File: config.mk
export PLATFORM = sky130hd
export DESIGN_NAME = egress_action_field_select
export DESIGN_NICKNAME = d
export VERILOG_FILES = /design/src/common/egress_action_pkg.sv /design/src/hdl/egress_action_field_select.sv
export SDC_FILE = /design/constraint.sdc
export NUM_CORES = 1
export LEC_CHECK = 0
export ABC_AREA = 1
export BUFFER_PORTS_ARGS = -buffer_cell sky130_fd_sc_hd__buf_4
export CAP_MARGIN = 25
export CORE_UTILIZATION = 52
export DETAILED_ROUTE_END_ITERATION = 10
export PLACE_DENSITY = 0.76
export SETUP_SLACK_MARGIN = 0.15
export SYNTH_ARGS = -nofsm -noshare
export SYNTH_HDL_FRONTEND = slang
export SYNTH_SLANG_ARGS = --single-unit
File: constraint.sdc
create_clock -name sys_clk -period 2.5 [get_ports sys_clk]
set_input_delay 0 -clock sys_clk [delete_from_list [all_inputs] [get_ports sys_clk]]
set_output_delay 0 -clock sys_clk [all_outputs]
set_load 0.02 [all_outputs]
File: src/common/egress_action_pkg.sv
package egress_action_pkg;

  // ************************************************************
  // register byte offsets
  // ************************************************************
  localparam logic [5:0] OFS_SELECT   = 6'h00;
  localparam logic [5:0] OFS_CONSTS   = 6'h04;
  localparam logic [5:0] OFS_LABEL    = 6'h08;
  localparam logic [5:0] OFS_ENCAP    = 6'h0C;
  localparam logic [5:0] OFS_SERVICE  = 6'h10;
  localparam logic [5:0] OFS_CLASSOFS = 6'h14;
  localparam logic [5:0] OFS_MAPIDX   = 6'h18;
  localparam logic [5:0] OFS_MAPKEY   = 6'h1C;
  localparam logic [5:0] OFS_STATUS   = 6'h20;

  // ************************************************************
  // field positions, select register
  // ************************************************************
  localparam int POS_VLAN_SRC  = 0;
  localparam int POS_DIFFSERV_SOURCE_SELECT  = 1;
  localparam int POS_PROT_SEL  = 4;
  localparam int POS_LABEL_SEL = 6;
  localparam int POS_TRAFFIC_CLASS_SOURCE    = 9;
  localparam int POS_BOS_SRC   = 12;
  localparam int POS_TTL_SRC   = 13;
  localparam int POS_CW_OFF    = 14;
  localparam int POS_POP_CNT   = 15;

  // ************************************************************
  // field positions, constants / encap / service registers
  // ************************************************************
  localparam int POS_VLAN_CONST = 0;
  localparam int POS_DSCP_CONST = 12;
  localparam int POS_TC_CONST   = 18;
  localparam int POS_BOS_CONST  = 21;
  localparam int POS_TTL_CONST  = 22;
  localparam int POS_ENCAP      = 0;
  localparam int POS_ENCAP_PROT = 8;
  localparam int POS_BASE       = 0;
  localparam int POS_BASE_PROT  = 16;
  localparam int POS_MEP        = 0;
  localparam int POS_MEP_PROT   = 16;

  localparam logic [31:0] RESET_VALUE = 32'h0000_0000;

  // ************************************************************
  // encodings and limits
  // ************************************************************
  localparam logic [1:0] PROT_NEVER     = 2'h0;
  localparam logic [1:0] PROT_WHEN_ON   = 2'h1;
  localparam logic [1:0] PROT_WHEN_OFF  = 2'h2;
  localparam logic [4:0] POP_MAX_CODE   = 5'h15;
  localparam logic [1:0] RESP_OKAY      = 2'h0;
  localparam logic [1:0] RESP_SLVERR    = 2'h2;

endpackage

File: src/hdl/egress_action_field_select.sv
`timescale 1ns/10ps

// Contract
// - vlan source 0 gives classified vid, 1 gives configured vid
// - dscp source 0 port decides, 1 classified, 2 constant, 3 reserved
// - dscp codes 4..7 use tables 0..3 with fallback chain on miss
// - protection select 1 substitutes when active, 2 when inactive
// - label source 0 constant, 4..7 mapping tables 0..3, 1..3 reserved
// - tc source classified, constant, class id, or mapped with fallback
// - bottom-of-stack source 0 classified, 1 constant
// - hop limit source 0 classified, 1 constant
// - control word off field forces no control word, else control_word_on input decides
// - encapsulation index zero disables push, 1..127 selects entry
// - protected encapsulation index replaces normal when substituting
// - pop code 0 header count, 1 nothing, 2..21 twice code bytes
// - header count wins when the field would pop more bytes
// - service base index selects the egress counter set
// - protected service base replaces normal when substituting
// - statistics index is base plus 3-bit per-class offset
// - mapping index gives address bits 10:3, key gives low bits
// - tables 0 and 1 use resource A, tables 2 and 3 resource B
// - each table has a 4-bit key selector choosing the frame attributes
module egress_action_field_select
  import egress_action_pkg::*;
#(
  parameter int MEP_W = 11,
  parameter int POPW  = 5
) (
  input  wire logic              sys_clk,
  input  wire logic              rst_n,
  // axi4-lite slave
  input  wire logic [5:0]        s_axi_awaddr,
  input  wire logic              s_axi_awvalid,
  output logic                   s_axi_awready,
  input  wire logic [31:0]       s_axi_wdata,
  input  wire logic [3:0]        s_axi_wstrb,
  input  wire logic              s_axi_wvalid,
  output logic                   s_axi_wready,
  output logic [1:0]             s_axi_bresp,
  output logic                   s_axi_bvalid,
  input  wire logic              s_axi_bready,
  input  wire logic [5:0]        s_axi_araddr,
  input  wire logic              s_axi_arvalid,
  output logic                   s_axi_arready,
  output logic [31:0]            s_axi_rdata,
  output logic [1:0]             s_axi_rresp,
  output logic                   s_axi_rvalid,
  input  wire logic              s_axi_rready,
  // per-frame header metadata
  input  wire logic              frameValid,
  input  wire logic [11:0]       classVlan,
  input  wire logic [5:0]        classDscp,
  input  wire logic [2:0]        classTc,
  input  wire logic              classBottomStack,
  input  wire logic [7:0]        classHopLimit,
  input  wire logic [2:0]        class_of_service_id,
  input  wire logic [2:0]        qosClass,
  input  wire logic [1:0]        dropPrec,
  input  wire logic [2:0]        framePcp,
  input  wire logic              frameDei,
  input  wire logic [2:0]        poppedPcp,
  input  wire logic              poppedDei,
  input  wire logic              protActive,
  input  wire logic [POPW-1:0]   headerWordPop,
  input  wire logic              control_word_on,
  // mapping lookup answer, valid while mapAddrValid is high
  input  wire logic [3:0]        mapHit,
  input  wire logic [23:0]       mapDscp,
  input  wire logic [11:0]       mapTc,
  input  wire logic [79:0]       mapLabel,
  // mapping lookup request
  output logic                   mapAddrValid,
  output logic [21:0]            resourceAAddr,
  output logic [21:0]            resourceBAddr,
  // results to the rewriter
  output logic                   resultValid,
  output logic [11:0]            customer_tag_vlan_result,
  output logic                   diffservFromPort,
  output logic [5:0]             diffservResult,
  output logic [19:0]            labelResult,
  output logic [2:0]             trafficClassResult,
  output logic                   bottomStackResult,
  output logic [7:0]             hopLimitResult,
  output logic                   controlWordResult,
  output logic                   encapPush,
  output logic [6:0]             encapIndexResult,
  output logic [MEP_W-1:0]       endpointIndexResult,
  output logic [9:0]             statIndexResult,
  output logic [5:0]             popBytesResult
);

  // ************************************************************
  // register file
  // ************************************************************
  logic [31:0] regSelect, regConsts, regLabel, regEncap;
  logic [31:0] regService, regClassOfs, regMapIdx, regMapKey;
  logic [15:0] frameCount;
  logic        awHeld, wHeld;
  logic [5:0]  awAddr;
  logic [31:0] wData;
  logic [3:0]  wStrb;

  function automatic logic mapped(input logic [5:0] a);
    return a == OFS_SELECT || a == OFS_CONSTS || a == OFS_LABEL ||
           a == OFS_ENCAP || a == OFS_SERVICE || a == OFS_CLASSOFS ||
           a == OFS_MAPIDX || a == OFS_MAPKEY || a == OFS_STATUS;
  endfunction

  function automatic logic [31:0] merge(input logic [31:0] old,
                                        input logic [31:0] d,
                                        input logic [3:0]  s);
    logic [31:0] r;
    r = old;
    for (int i = 0; i < 4; i++) begin
      if (s[i]) begin
        r[8*i +: 8] = d[8*i +: 8];
      end
    end
    return r;
  endfunction

  assign s_axi_awready = !awHeld && !s_axi_bvalid;
  assign s_axi_wready  = !wHeld && !s_axi_bvalid;
  assign s_axi_arready = !s_axi_rvalid;

  wire        doWrite  = awHeld && wHeld;
  wire [31:0] endpointReg = regEncap;

  always_ff @(posedge sys_clk or negedge rst_n) begin
    if (!rst_n) begin
      awHeld <= 1'b0;
      wHeld  <= 1'b0;
      awAddr <= 6'h00;
      wData  <= 32'h0000_0000;
      wStrb  <= 4'h0;
    end else begin
      if (s_axi_awvalid && s_axi_awready) begin
        awHeld <= 1'b1;
        awAddr <= s_axi_awaddr;
      end else if (doWrite) begin
        awHeld <= 1'b0;
      end
      if (s_axi_wvalid && s_axi_wready) begin
        wHeld <= 1'b1;
        wData <= s_axi_wdata;
        wStrb <= s_axi_wstrb;
      end else if (doWrite) begin
        wHeld <= 1'b0;
      end
    end
  end

  always_ff @(posedge sys_clk or negedge rst_n) begin
    if (!rst_n) begin
      regSelect   <= RESET_VALUE;
      regConsts   <= RESET_VALUE;
      regLabel    <= RESET_VALUE;
      regEncap    <= RESET_VALUE;
      regService  <= RESET_VALUE;
      regClassOfs <= RESET_VALUE;
      regMapIdx   <= RESET_VALUE;
      regMapKey   <= RESET_VALUE;
    end else if (doWrite) begin
      unique case (awAddr)
        OFS_SELECT:   regSelect   <= merge(regSelect, wData, wStrb);
        OFS_CONSTS:   regConsts   <= merge(regConsts, wData, wStrb);
        OFS_LABEL:    regLabel    <= merge(regLabel, wData, wStrb);
        OFS_ENCAP:    regEncap    <= merge(regEncap, wData, wStrb);
        OFS_SERVICE:  regService  <= merge(regService, wData, wStrb);
        OFS_CLASSOFS: regClassOfs <= merge(regClassOfs, wData, wStrb);
        OFS_MAPIDX:   regMapIdx   <= merge(regMapIdx, wData, wStrb);
        OFS_MAPKEY:   regMapKey   <= merge(regMapKey, wData, wStrb);
        default: ;
      endcase
    end
  end

  always_ff @(posedge sys_clk or negedge rst_n) begin
    if (!rst_n) begin
      s_axi_bvalid <= 1'b0;
      s_axi_bresp  <= RESP_OKAY;
    end else if (doWrite) begin
      s_axi_bvalid <= 1'b1;
      // status is read-only, so a write there is an error too
      s_axi_bresp  <= (mapped(awAddr) && awAddr != OFS_STATUS) ?
                      RESP_OKAY : RESP_SLVERR;
    end else if (s_axi_bready) begin
      s_axi_bvalid <= 1'b0;
    end
  end

  always_ff @(posedge sys_clk or negedge rst_n) begin
    if (!rst_n) begin
      s_axi_rvalid <= 1'b0;
      s_axi_rdata  <= 32'h0000_0000;
      s_axi_rresp  <= RESP_OKAY;
    end else if (s_axi_arvalid && s_axi_arready) begin
      s_axi_rvalid <= 1'b1;
      s_axi_rresp  <= mapped(s_axi_araddr) ? RESP_OKAY : RESP_SLVERR;
      unique case (s_axi_araddr)
        OFS_SELECT:   s_axi_rdata <= regSelect;
        OFS_CONSTS:   s_axi_rdata <= regConsts;
        OFS_LABEL:    s_axi_rdata <= regLabel;
        OFS_ENCAP:    s_axi_rdata <= regEncap;
        OFS_SERVICE:  s_axi_rdata <= regService;
        OFS_CLASSOFS: s_axi_rdata <= regClassOfs;
        OFS_MAPIDX:   s_axi_rdata <= regMapIdx;
        OFS_MAPKEY:   s_axi_rdata <= regMapKey;
        OFS_STATUS:   s_axi_rdata <= {10'h000, popBytesResult, frameCount};
        default:      s_axi_rdata <= 32'h0000_0000;
      endcase
    end else if (s_axi_rready) begin
      s_axi_rvalid <= 1'b0;
    end
  end

  // ************************************************************
  // stage 1: mapping addresses, frame held
  // ************************************************************
  logic [11:0] hVlan;
  logic [5:0]  hDscp;
  logic [2:0]  hTc, hCos;
  logic        hBos, hProt;
  logic [7:0]  hTtl;
  logic [POPW-1:0] hWordPop;
  logic        hCwOn;
  logic [43:0] nextMapAddr;

  // low offset from the key selector; wider keys carry into bits 10:3
  function automatic logic [10:0] keyOffset(input logic [3:0] key);
    unique case (key)
      4'h0:    return {8'h00, qosClass};
      4'h1:    return {6'h00, dropPrec, qosClass};
      4'h2:    return {5'h00, classDscp};
      4'h3:    return {3'h0, dropPrec, classDscp};
      4'h4:    return {6'h00, dropPrec, classDscp[5:3]};
      4'h5:    return {8'h00, framePcp};
      4'h6:    return {6'h00, dropPrec, framePcp};
      4'h7:    return {7'h00, frameDei, framePcp};
      4'h8:    return {8'h00, classTc};
      4'h9:    return {6'h00, dropPrec, classTc};
      4'hA:    return {8'h00, poppedPcp};
      4'hB:    return {6'h00, dropPrec, poppedPcp};
      4'hC:    return {7'h00, poppedDei, poppedPcp};
      4'hD:    return {8'h00, class_of_service_id};
      default: return {6'h00, dropPrec, class_of_service_id};
    endcase
  endfunction

  for (genvar t = 0; t < 4; t++) begin : g_addr
    assign nextMapAddr[11*t +: 11] =
      {regMapIdx[8*t +: 8], 3'b000} + keyOffset(regMapKey[4*t +: 4]);
  end

  always_ff @(posedge sys_clk or negedge rst_n) begin
    if (!rst_n) begin
      mapAddrValid  <= 1'b0;
      resourceAAddr <= 22'h00_0000;
      resourceBAddr <= 22'h00_0000;
      hVlan <= 12'h000;
      hDscp <= 6'h00;
      hTc   <= 3'h0;
      hCos  <= 3'h0;
      hBos  <= 1'b0;
      hTtl  <= 8'h00;
      hProt <= 1'b0;
      hWordPop <= '0;
      hCwOn <= 1'b0;
    end else begin
      mapAddrValid <= frameValid;
      if (frameValid) begin
        resourceAAddr <= nextMapAddr[21:0];
        resourceBAddr <= nextMapAddr[43:22];
        hVlan <= classVlan;
        hDscp <= classDscp;
        hTc   <= classTc;
        hCos  <= class_of_service_id;
        hBos  <= classBottomStack;
        hTtl  <= classHopLimit;
        hProt <= protActive;
        hWordPop <= headerWordPop;
        hCwOn <= control_word_on;
      end
    end
  end

  // ************************************************************
  // stage 2: field selection
  // ************************************************************
  wire [2:0] dscpSel  = regSelect[POS_DIFFSERV_SOURCE_SELECT +: 3];
  wire [1:0] protSel  = regSelect[POS_PROT_SEL +: 2];
  wire [2:0] labelSel = regSelect[POS_LABEL_SEL +: 3];
  wire [2:0] tcSel    = regSelect[POS_TRAFFIC_CLASS_SOURCE +: 3];
  wire [4:0] popCode  = regSelect[POS_POP_CNT +: 5];
  wire [5:0] dscpConst = regConsts[POS_DSCP_CONST +: 6];
  wire [2:0] tcConst   = regConsts[POS_TC_CONST +: 3];

  // miss chain: 4,6 fall to the constant, 5 to table 0, 7 to table 2
  function automatic logic [5:0] chain(input logic [1:0] t,
                                       input logic [3:0] hit,
                                       input logic [23:0] v,
                                       input logic [5:0] c);
    logic [5:0] r;
    r = c;
    if (t[0] && hit[{t[1], 1'b0}]) begin
      r = v[6*{t[1], 1'b0} +: 6];
    end
    if (hit[t]) begin
      r = v[6*t +: 6];
    end
    return r;
  endfunction

  logic [23:0] tcWide;
  for (genvar t = 0; t < 4; t++) begin : g_tc
    assign tcWide[6*t +: 6] = {3'b000, mapTc[3*t +: 3]};
  end

  wire subst = (protSel == PROT_WHEN_ON && hProt) ||
               (protSel == PROT_WHEN_OFF && !hProt);

  logic [5:0] next_pop, headerBytes, fieldBytes;
  always_comb begin
    headerBytes = 6'({hWordPop, 1'b0});
    fieldBytes  = 6'({popCode, 1'b0});
    if (popCode == 5'h00 || popCode > POP_MAX_CODE) begin
      next_pop = headerBytes;
    end else if (popCode == 5'h01) begin
      next_pop = 6'h00;
    end else if (fieldBytes > headerBytes) begin
      next_pop = headerBytes;
    end else begin
      next_pop = fieldBytes;
    end
  end

  logic [5:0] next_dscp;
  logic [2:0] next_tc;
  logic [19:0] next_label;
  always_comb begin
    next_dscp = hDscp;
    unique case (dscpSel)
      3'h1:    next_dscp = hDscp;
      3'h2:    next_dscp = dscpConst;
      3'h4, 3'h5, 3'h6, 3'h7:
        next_dscp = chain(dscpSel[1:0], mapHit, mapDscp, dscpConst);
      default: next_dscp = hDscp;
    endcase
    next_tc = hTc;
    unique case (tcSel)
      3'h1:    next_tc = tcConst;
      3'h2:    next_tc = hCos;
      3'h4, 3'h5, 3'h6, 3'h7:
        next_tc = 3'(chain(tcSel[1:0], mapHit, tcWide, {3'b000, tcConst}));
      default: next_tc = hTc;
    endcase
    // a label lookup that misses keeps the configured label
    next_label = regLabel[19:0];
    if (labelSel[2] && mapHit[labelSel[1:0]]) begin
      next_label = mapLabel[20*labelSel[1:0] +: 20];
    end
  end

  wire [6:0] encapSel = subst ? regEncap[POS_ENCAP_PROT +: 7]
                              : regEncap[POS_ENCAP +: 7];
  wire [9:0] baseSel  = subst ? regService[POS_BASE_PROT +: 10]
                              : regService[POS_BASE +: 10];
  wire [2:0] classOfs = regClassOfs[3*hCos +: 3];

  always_ff @(posedge sys_clk or negedge rst_n) begin
    if (!rst_n) begin
      resultValid <= 1'b0;
      customer_tag_vlan_result <= 12'h000;
      diffservFromPort <= 1'b0;
      diffservResult <= 6'h00;
      labelResult <= 20'h0_0000;
      trafficClassResult <= 3'h0;
      bottomStackResult <= 1'b0;
      hopLimitResult <= 8'h00;
      controlWordResult <= 1'b0;
      encapPush <= 1'b0;
      encapIndexResult <= 7'h00;
      endpointIndexResult <= '0;
      statIndexResult <= 10'h000;
      popBytesResult <= 6'h00;
    end else begin
      resultValid <= mapAddrValid;
      if (mapAddrValid) begin
        customer_tag_vlan_result <= regSelect[POS_VLAN_SRC] ?
          regConsts[POS_VLAN_CONST +: 12] : hVlan;
        diffservFromPort <= dscpSel == 3'h0 || dscpSel == 3'h3;
        diffservResult <= next_dscp;
        labelResult <= next_label;
        trafficClassResult <= next_tc;
        bottomStackResult <= regSelect[POS_BOS_SRC] ?
          regConsts[POS_BOS_CONST] : hBos;
        hopLimitResult <= regSelect[POS_TTL_SRC] ?
          regConsts[POS_TTL_CONST +: 8] : hTtl;
        controlWordResult <= !regSelect[POS_CW_OFF] && hCwOn;
        encapPush <= encapSel != 7'h00;
        encapIndexResult <= encapSel;
        endpointIndexResult <= subst ?
          endpointReg[POS_MEP_PROT +: MEP_W] : '0;
        statIndexResult <= baseSel + {7'h00, classOfs};
        popBytesResult <= next_pop;
      end
    end
  end

  always_ff @(posedge sys_clk or negedge rst_n) begin
    if (!rst_n) begin
      frameCount <= 16'h0000;
    end else if (mapAddrValid) begin
      frameCount <= frameCount + 16'h0001;
    end
  end

endmodule // egress_action_field_select

==> summary.txt <==
Die Span Y: 226 um
RR Startpoint: regMapKey[15]
die width: 226 um
Critical Path Start Type: flop
count of flip-flops with a built-in enable after synthesis: 0
fmax: 0.395 GHz
via count of the first global-routing pass: 26005
non-filler cells, final: 4705
number of buffer cells added on primary ports: 399
DRC violation total after the first TritonRoute iteration: 3156
number of levels the H-tree was split into: 2
portion of the clock cycle consumed by the worst path in the final layout: 1.01
Final Max Slew Viols: 0
hold-critical path depth: 7
clk slew on worst S/H paths: 60 ps
Worst Hold Path EP: labelResult[14]
critical path required time: 3020 ps
Slew @ Worst Pin: 847 ps
# Max-Cap Violations: 0
most common cell type on the critical path: sky130_fd_sc_hd__buf_4
post-route core utilization: 0.717
fraction of final layout cells with drive strength greater than 1: 0.204
warning count from the yosys run: 0
core region area: 49200 um^2
number of placed instances, taps included: 4317
Total Die Area: 50900 um^2
number of antenna violations at the first check in global routing: 1
reg-to-reg slack, setup: -30 ps
RePlAce Congestion: 1.02
area leader, netlist: sky130_fd_sc_hd__dfrtp_1
Cell variety after synth: 48
number of detailed-routing iterations run before antenna repair: 8
worst-case headroom to the max-slew limit: 0.435
worst hold slack after final layout: -42.0 ps
most used routing layer in global routing: met2
DRC Markers: 0
fraction of synthesis flops using an asynchronous set or reset pin: 1.00
Post-Route WL: 102000 um
final critical delay including setup and external delays: 2530 ps
grt met1 use: 0.506
Final Hold Violating Endpoints: 1
count of buffer and inverter cells on the critical path: 6
flip-flop and latch count after synthesis: 524
result of the run: complete, but fails checks
aggregate global routing overflow: 0
worst min-delay path category: in2reg
standby leakage power: 0.0172 uW
Longest Clk Path Bufs: 3
total global-route track usage: 0.395
first-pass GRT wire length: 151000 um
setup repair after global routing missed its margin: yes
most instantiated flip-flop cell in the synthesis netlist: sky130_fd_sc_hd__dfrtp_1
number of nets in the final layout: 4259
end of the worst register-to-register path: resourceBAddr[18]
Final HPWL DP: 68000 um
area of the mapped netlist: 26000 um^2
hold_sp: mapLabel[34]
failing checks: hold timing, setup timing
category of the critical setup timing path: reg2reg
Vias: 27073
Setup crit end kind: flop
path depth of the worst reg2reg path: 16
synthesis-to-layout area growth: 35.5%
Avg WL per Cell: 21.6 um
largest driver fanout on the critical path: 6
arrival time worst endpoint: 3060 ps
row cnt: 81
slowest CP cell: sky130_fd_sc_hd__dfrtp_2
post-DR vias/cell: 5.75
met3 Resource Use GR: 0.0769
CP cell instances: o211ai_1, o221ai_4, nand2_1, o2111ai_2, buf_4, ha_4, inv_2, fa_2, inv_2, nand3_2, nand2_2, buf_4, buf_6, buf_4, nor2_2, o21ai_1
power per standard cell area: 974 nW/um^2
DRT antenna net count: 0
biggest cell delay along the critical path: 470 ps
cell at the root of the clock tree: sky130_fd_sc_hd__clkbuf_16
initial core utilization: 0.529
fraction of the yosys area taken by sequential cells: 0.504
commonest cells after routing, fill and taps aside: 1052 x sky130_fd_sc_hd__nand2_1, 524 x sky130_fd_sc_hd__buf_4, 512 x sky130_fd_sc_hd__dfrtp_1, 275 x sky130_fd_sc_hd__o21ai_0, 254 x sky130_fd_sc_hd__dlygate4sd3_1
top cells by area in the synthesized netlist: sky130_fd_sc_hd__dfrtp_1 50%, sky130_fd_sc_hd__nand2_1 15%, sky130_fd_sc_hd__o21ai_0 5.7%, sky130_fd_sc_hd__inv_1 3.6%, sky130_fd_sc_hd__nor2_1 3.3%
Worst-Skew Late Latency: 640 ps
top-area cell type share of the netlist area: 0.504
instance count of the mapped netlist: 3287
worst voltage drop across the vdd grid: 0.00101 V
final cell area excluding filler cells: 35200 um^2
cell area after placement: 30100 um^2
Top Ports: 403
final count of negative-setup-slack endpoints: 2
clock tree from TritonCTS: built
most common cell after layout, fill and taps aside: sky130_fd_sc_hd__nand2_1
pin count of the biggest net entering global routing: 101
antenna diode count: 0
cell family with most CP delay: compound AO/OA/AOI/OAI gates
cts bufs inserted: 56
clk sinks: 524
met2 capacity usage during global routing: 0.634
average size of a mapped cell: 7.91 um^2
worst clock skew: 24.9 ps
Worst Setup Slack, final: -34.7 ps
-- how the worst max path moves through the flow --
stage / cells after the start / slack, ps / to / start
3_3_place_gp: 17 / -70 / resourceBAddr[20] / regMapKey[14]
5_1_grt: 16 / -190 / resourceBAddr[20] / regMapKey[15]
6_report: 16 / -30 / resourceBAddr[18] / regMapKey[15]
2_1_floorplan: 20 / 140 / statIndexResult[6] / regSelect[4]
3_5_place_dp: 15 / -100 / resourceBAddr[20] / regMapKey[15]
4_1_cts: 17 / 70 / resourceBAddr[20] / regMapKey[14]
-- flip-flops by register name, summed over array words and instances (netlist names), 32 cells and up --
register,count
regMapKey,32
regLabel,32
regConsts,32
regService,32
regSelect,32
endpointReg,32
regClassOfs,32
s_axi_rdata,32
regMapIdx,32
wData,32
-- cells in the mapped netlist, drive strengths merged, types with 2 or more instances --
cell	number
or2	2
o211ai	42
o22ai	38
xor2	14
a22o	4
nor3	23
inv	253
buf	69
a21boi	3
o221ai	7
o21ai	471
nand4	24
ha	29
a41oi	3
mux2	3
a31oi	9
clkbuf	78
dfrtp	524
a21oi	166
o31ai	4
and3	3
o2111ai	6
nand3	151
fa	5
xnor2	3
clkinv	2
a22oi	22
nand2	1074
nand3b	5
nor2	244
-- final cells by class --
cell class,instances,area [um^2]
Clock inverter,28,304
Inverter,255,961
Clock buffer,75,1630
Sequential cell,524,13100
Timing Repair Buffer,795,6750
Tap cell,664,831
Fill cell,3718,13900
Multi-Input combinational cell,2364,11600
-- power breakdown --
part | switching [uW] | total (uW) | leakage (uW) | internal, uW
Sequential | 2090 | 12900 | 0.00678 | 10800
Clock | 3700 | 8800 | 0.000956 | 5100
Combinational | 7760 | 12600 | 0.00949 | 4810
Total | 13600 | 34300 | 0.0172 | 20800
-- routing by layer --
layer | vias to the layer above | part of all wire | wire length (um)
met3 | 381 | 0.10 | 10200
met1 | 12867 | 0.38 | 38400
met2 | 1590 | 0.46 | 46900
li1 | 12235 | - | -
met5 | - | 0 | 0
met4 | 0 | 0.060 | 6100
-- metrics by stage --
stage | TNS (ps) | total power, uW | hold slack [ps] | setup WS (ps)
after global routing | -621 | 35800 | 22.8 | -195
final | -51.6 | 34300 | -42.0 | -34.7
after floorplan | 0 | 18500 | -296 | 137
after CTS | 0 | 33200 | 0.388 | 71.8
after detailed placement | -97.3 | 23500 | 57.5 | -97.3
after global placement | -67.8 | 23300 | 51.5 | -67.8
-- what timing repair did --
action                                  CTS  global route
pin swaps                                12            42
hold endpoints to repair                653             1
endpoints found under the setup margin   15            42
resized for setup                        38           118
cloned                                    0             1
hold buffers                            253             1
buffers inserted                          9            21
-- logic make-up after synthesis --
| group | after synthesis | share of synthesized area |
|---|---|---|
| adder cells (fa/ha/maj) | 34 | 0.0178 |
| AO/OA/AOI/OAI | 779 | 0.164 |
| AND/OR/NAND/NOR | 1527 | 0.242 |
| multiplexers | 3 | 0.00130 |
| other | 1 | 0.000144 |
| buffers and inverters | 402 | 0.0649 |
| XOR/XNOR | 17 | 0.00573 |
| flip-flops | 524 | 0.504 |
-- worst reg2reg max path, cell delays in order (launching register included) --
cell                        delay (ps)
sky130_fd_sc_hd__dfrtp_2           470
sky130_fd_sc_hd__o211ai_1          300
sky130_fd_sc_hd__o221ai_4          160
sky130_fd_sc_hd__nand2_1           100
sky130_fd_sc_hd__o2111ai_2         130
sky130_fd_sc_hd__buf_4             180
sky130_fd_sc_hd__ha_4              150
sky130_fd_sc_hd__inv_2              60
sky130_fd_sc_hd__fa_2              200
sky130_fd_sc_hd__inv_2              40
sky130_fd_sc_hd__nand3_2            60
sky130_fd_sc_hd__nand2_2            70
sky130_fd_sc_hd__buf_4             140
sky130_fd_sc_hd__buf_6             100
sky130_fd_sc_hd__buf_4             120
sky130_fd_sc_hd__nor2_2             80
sky130_fd_sc_hd__o21ai_1            70
Power figures use the tool's default switching activity.
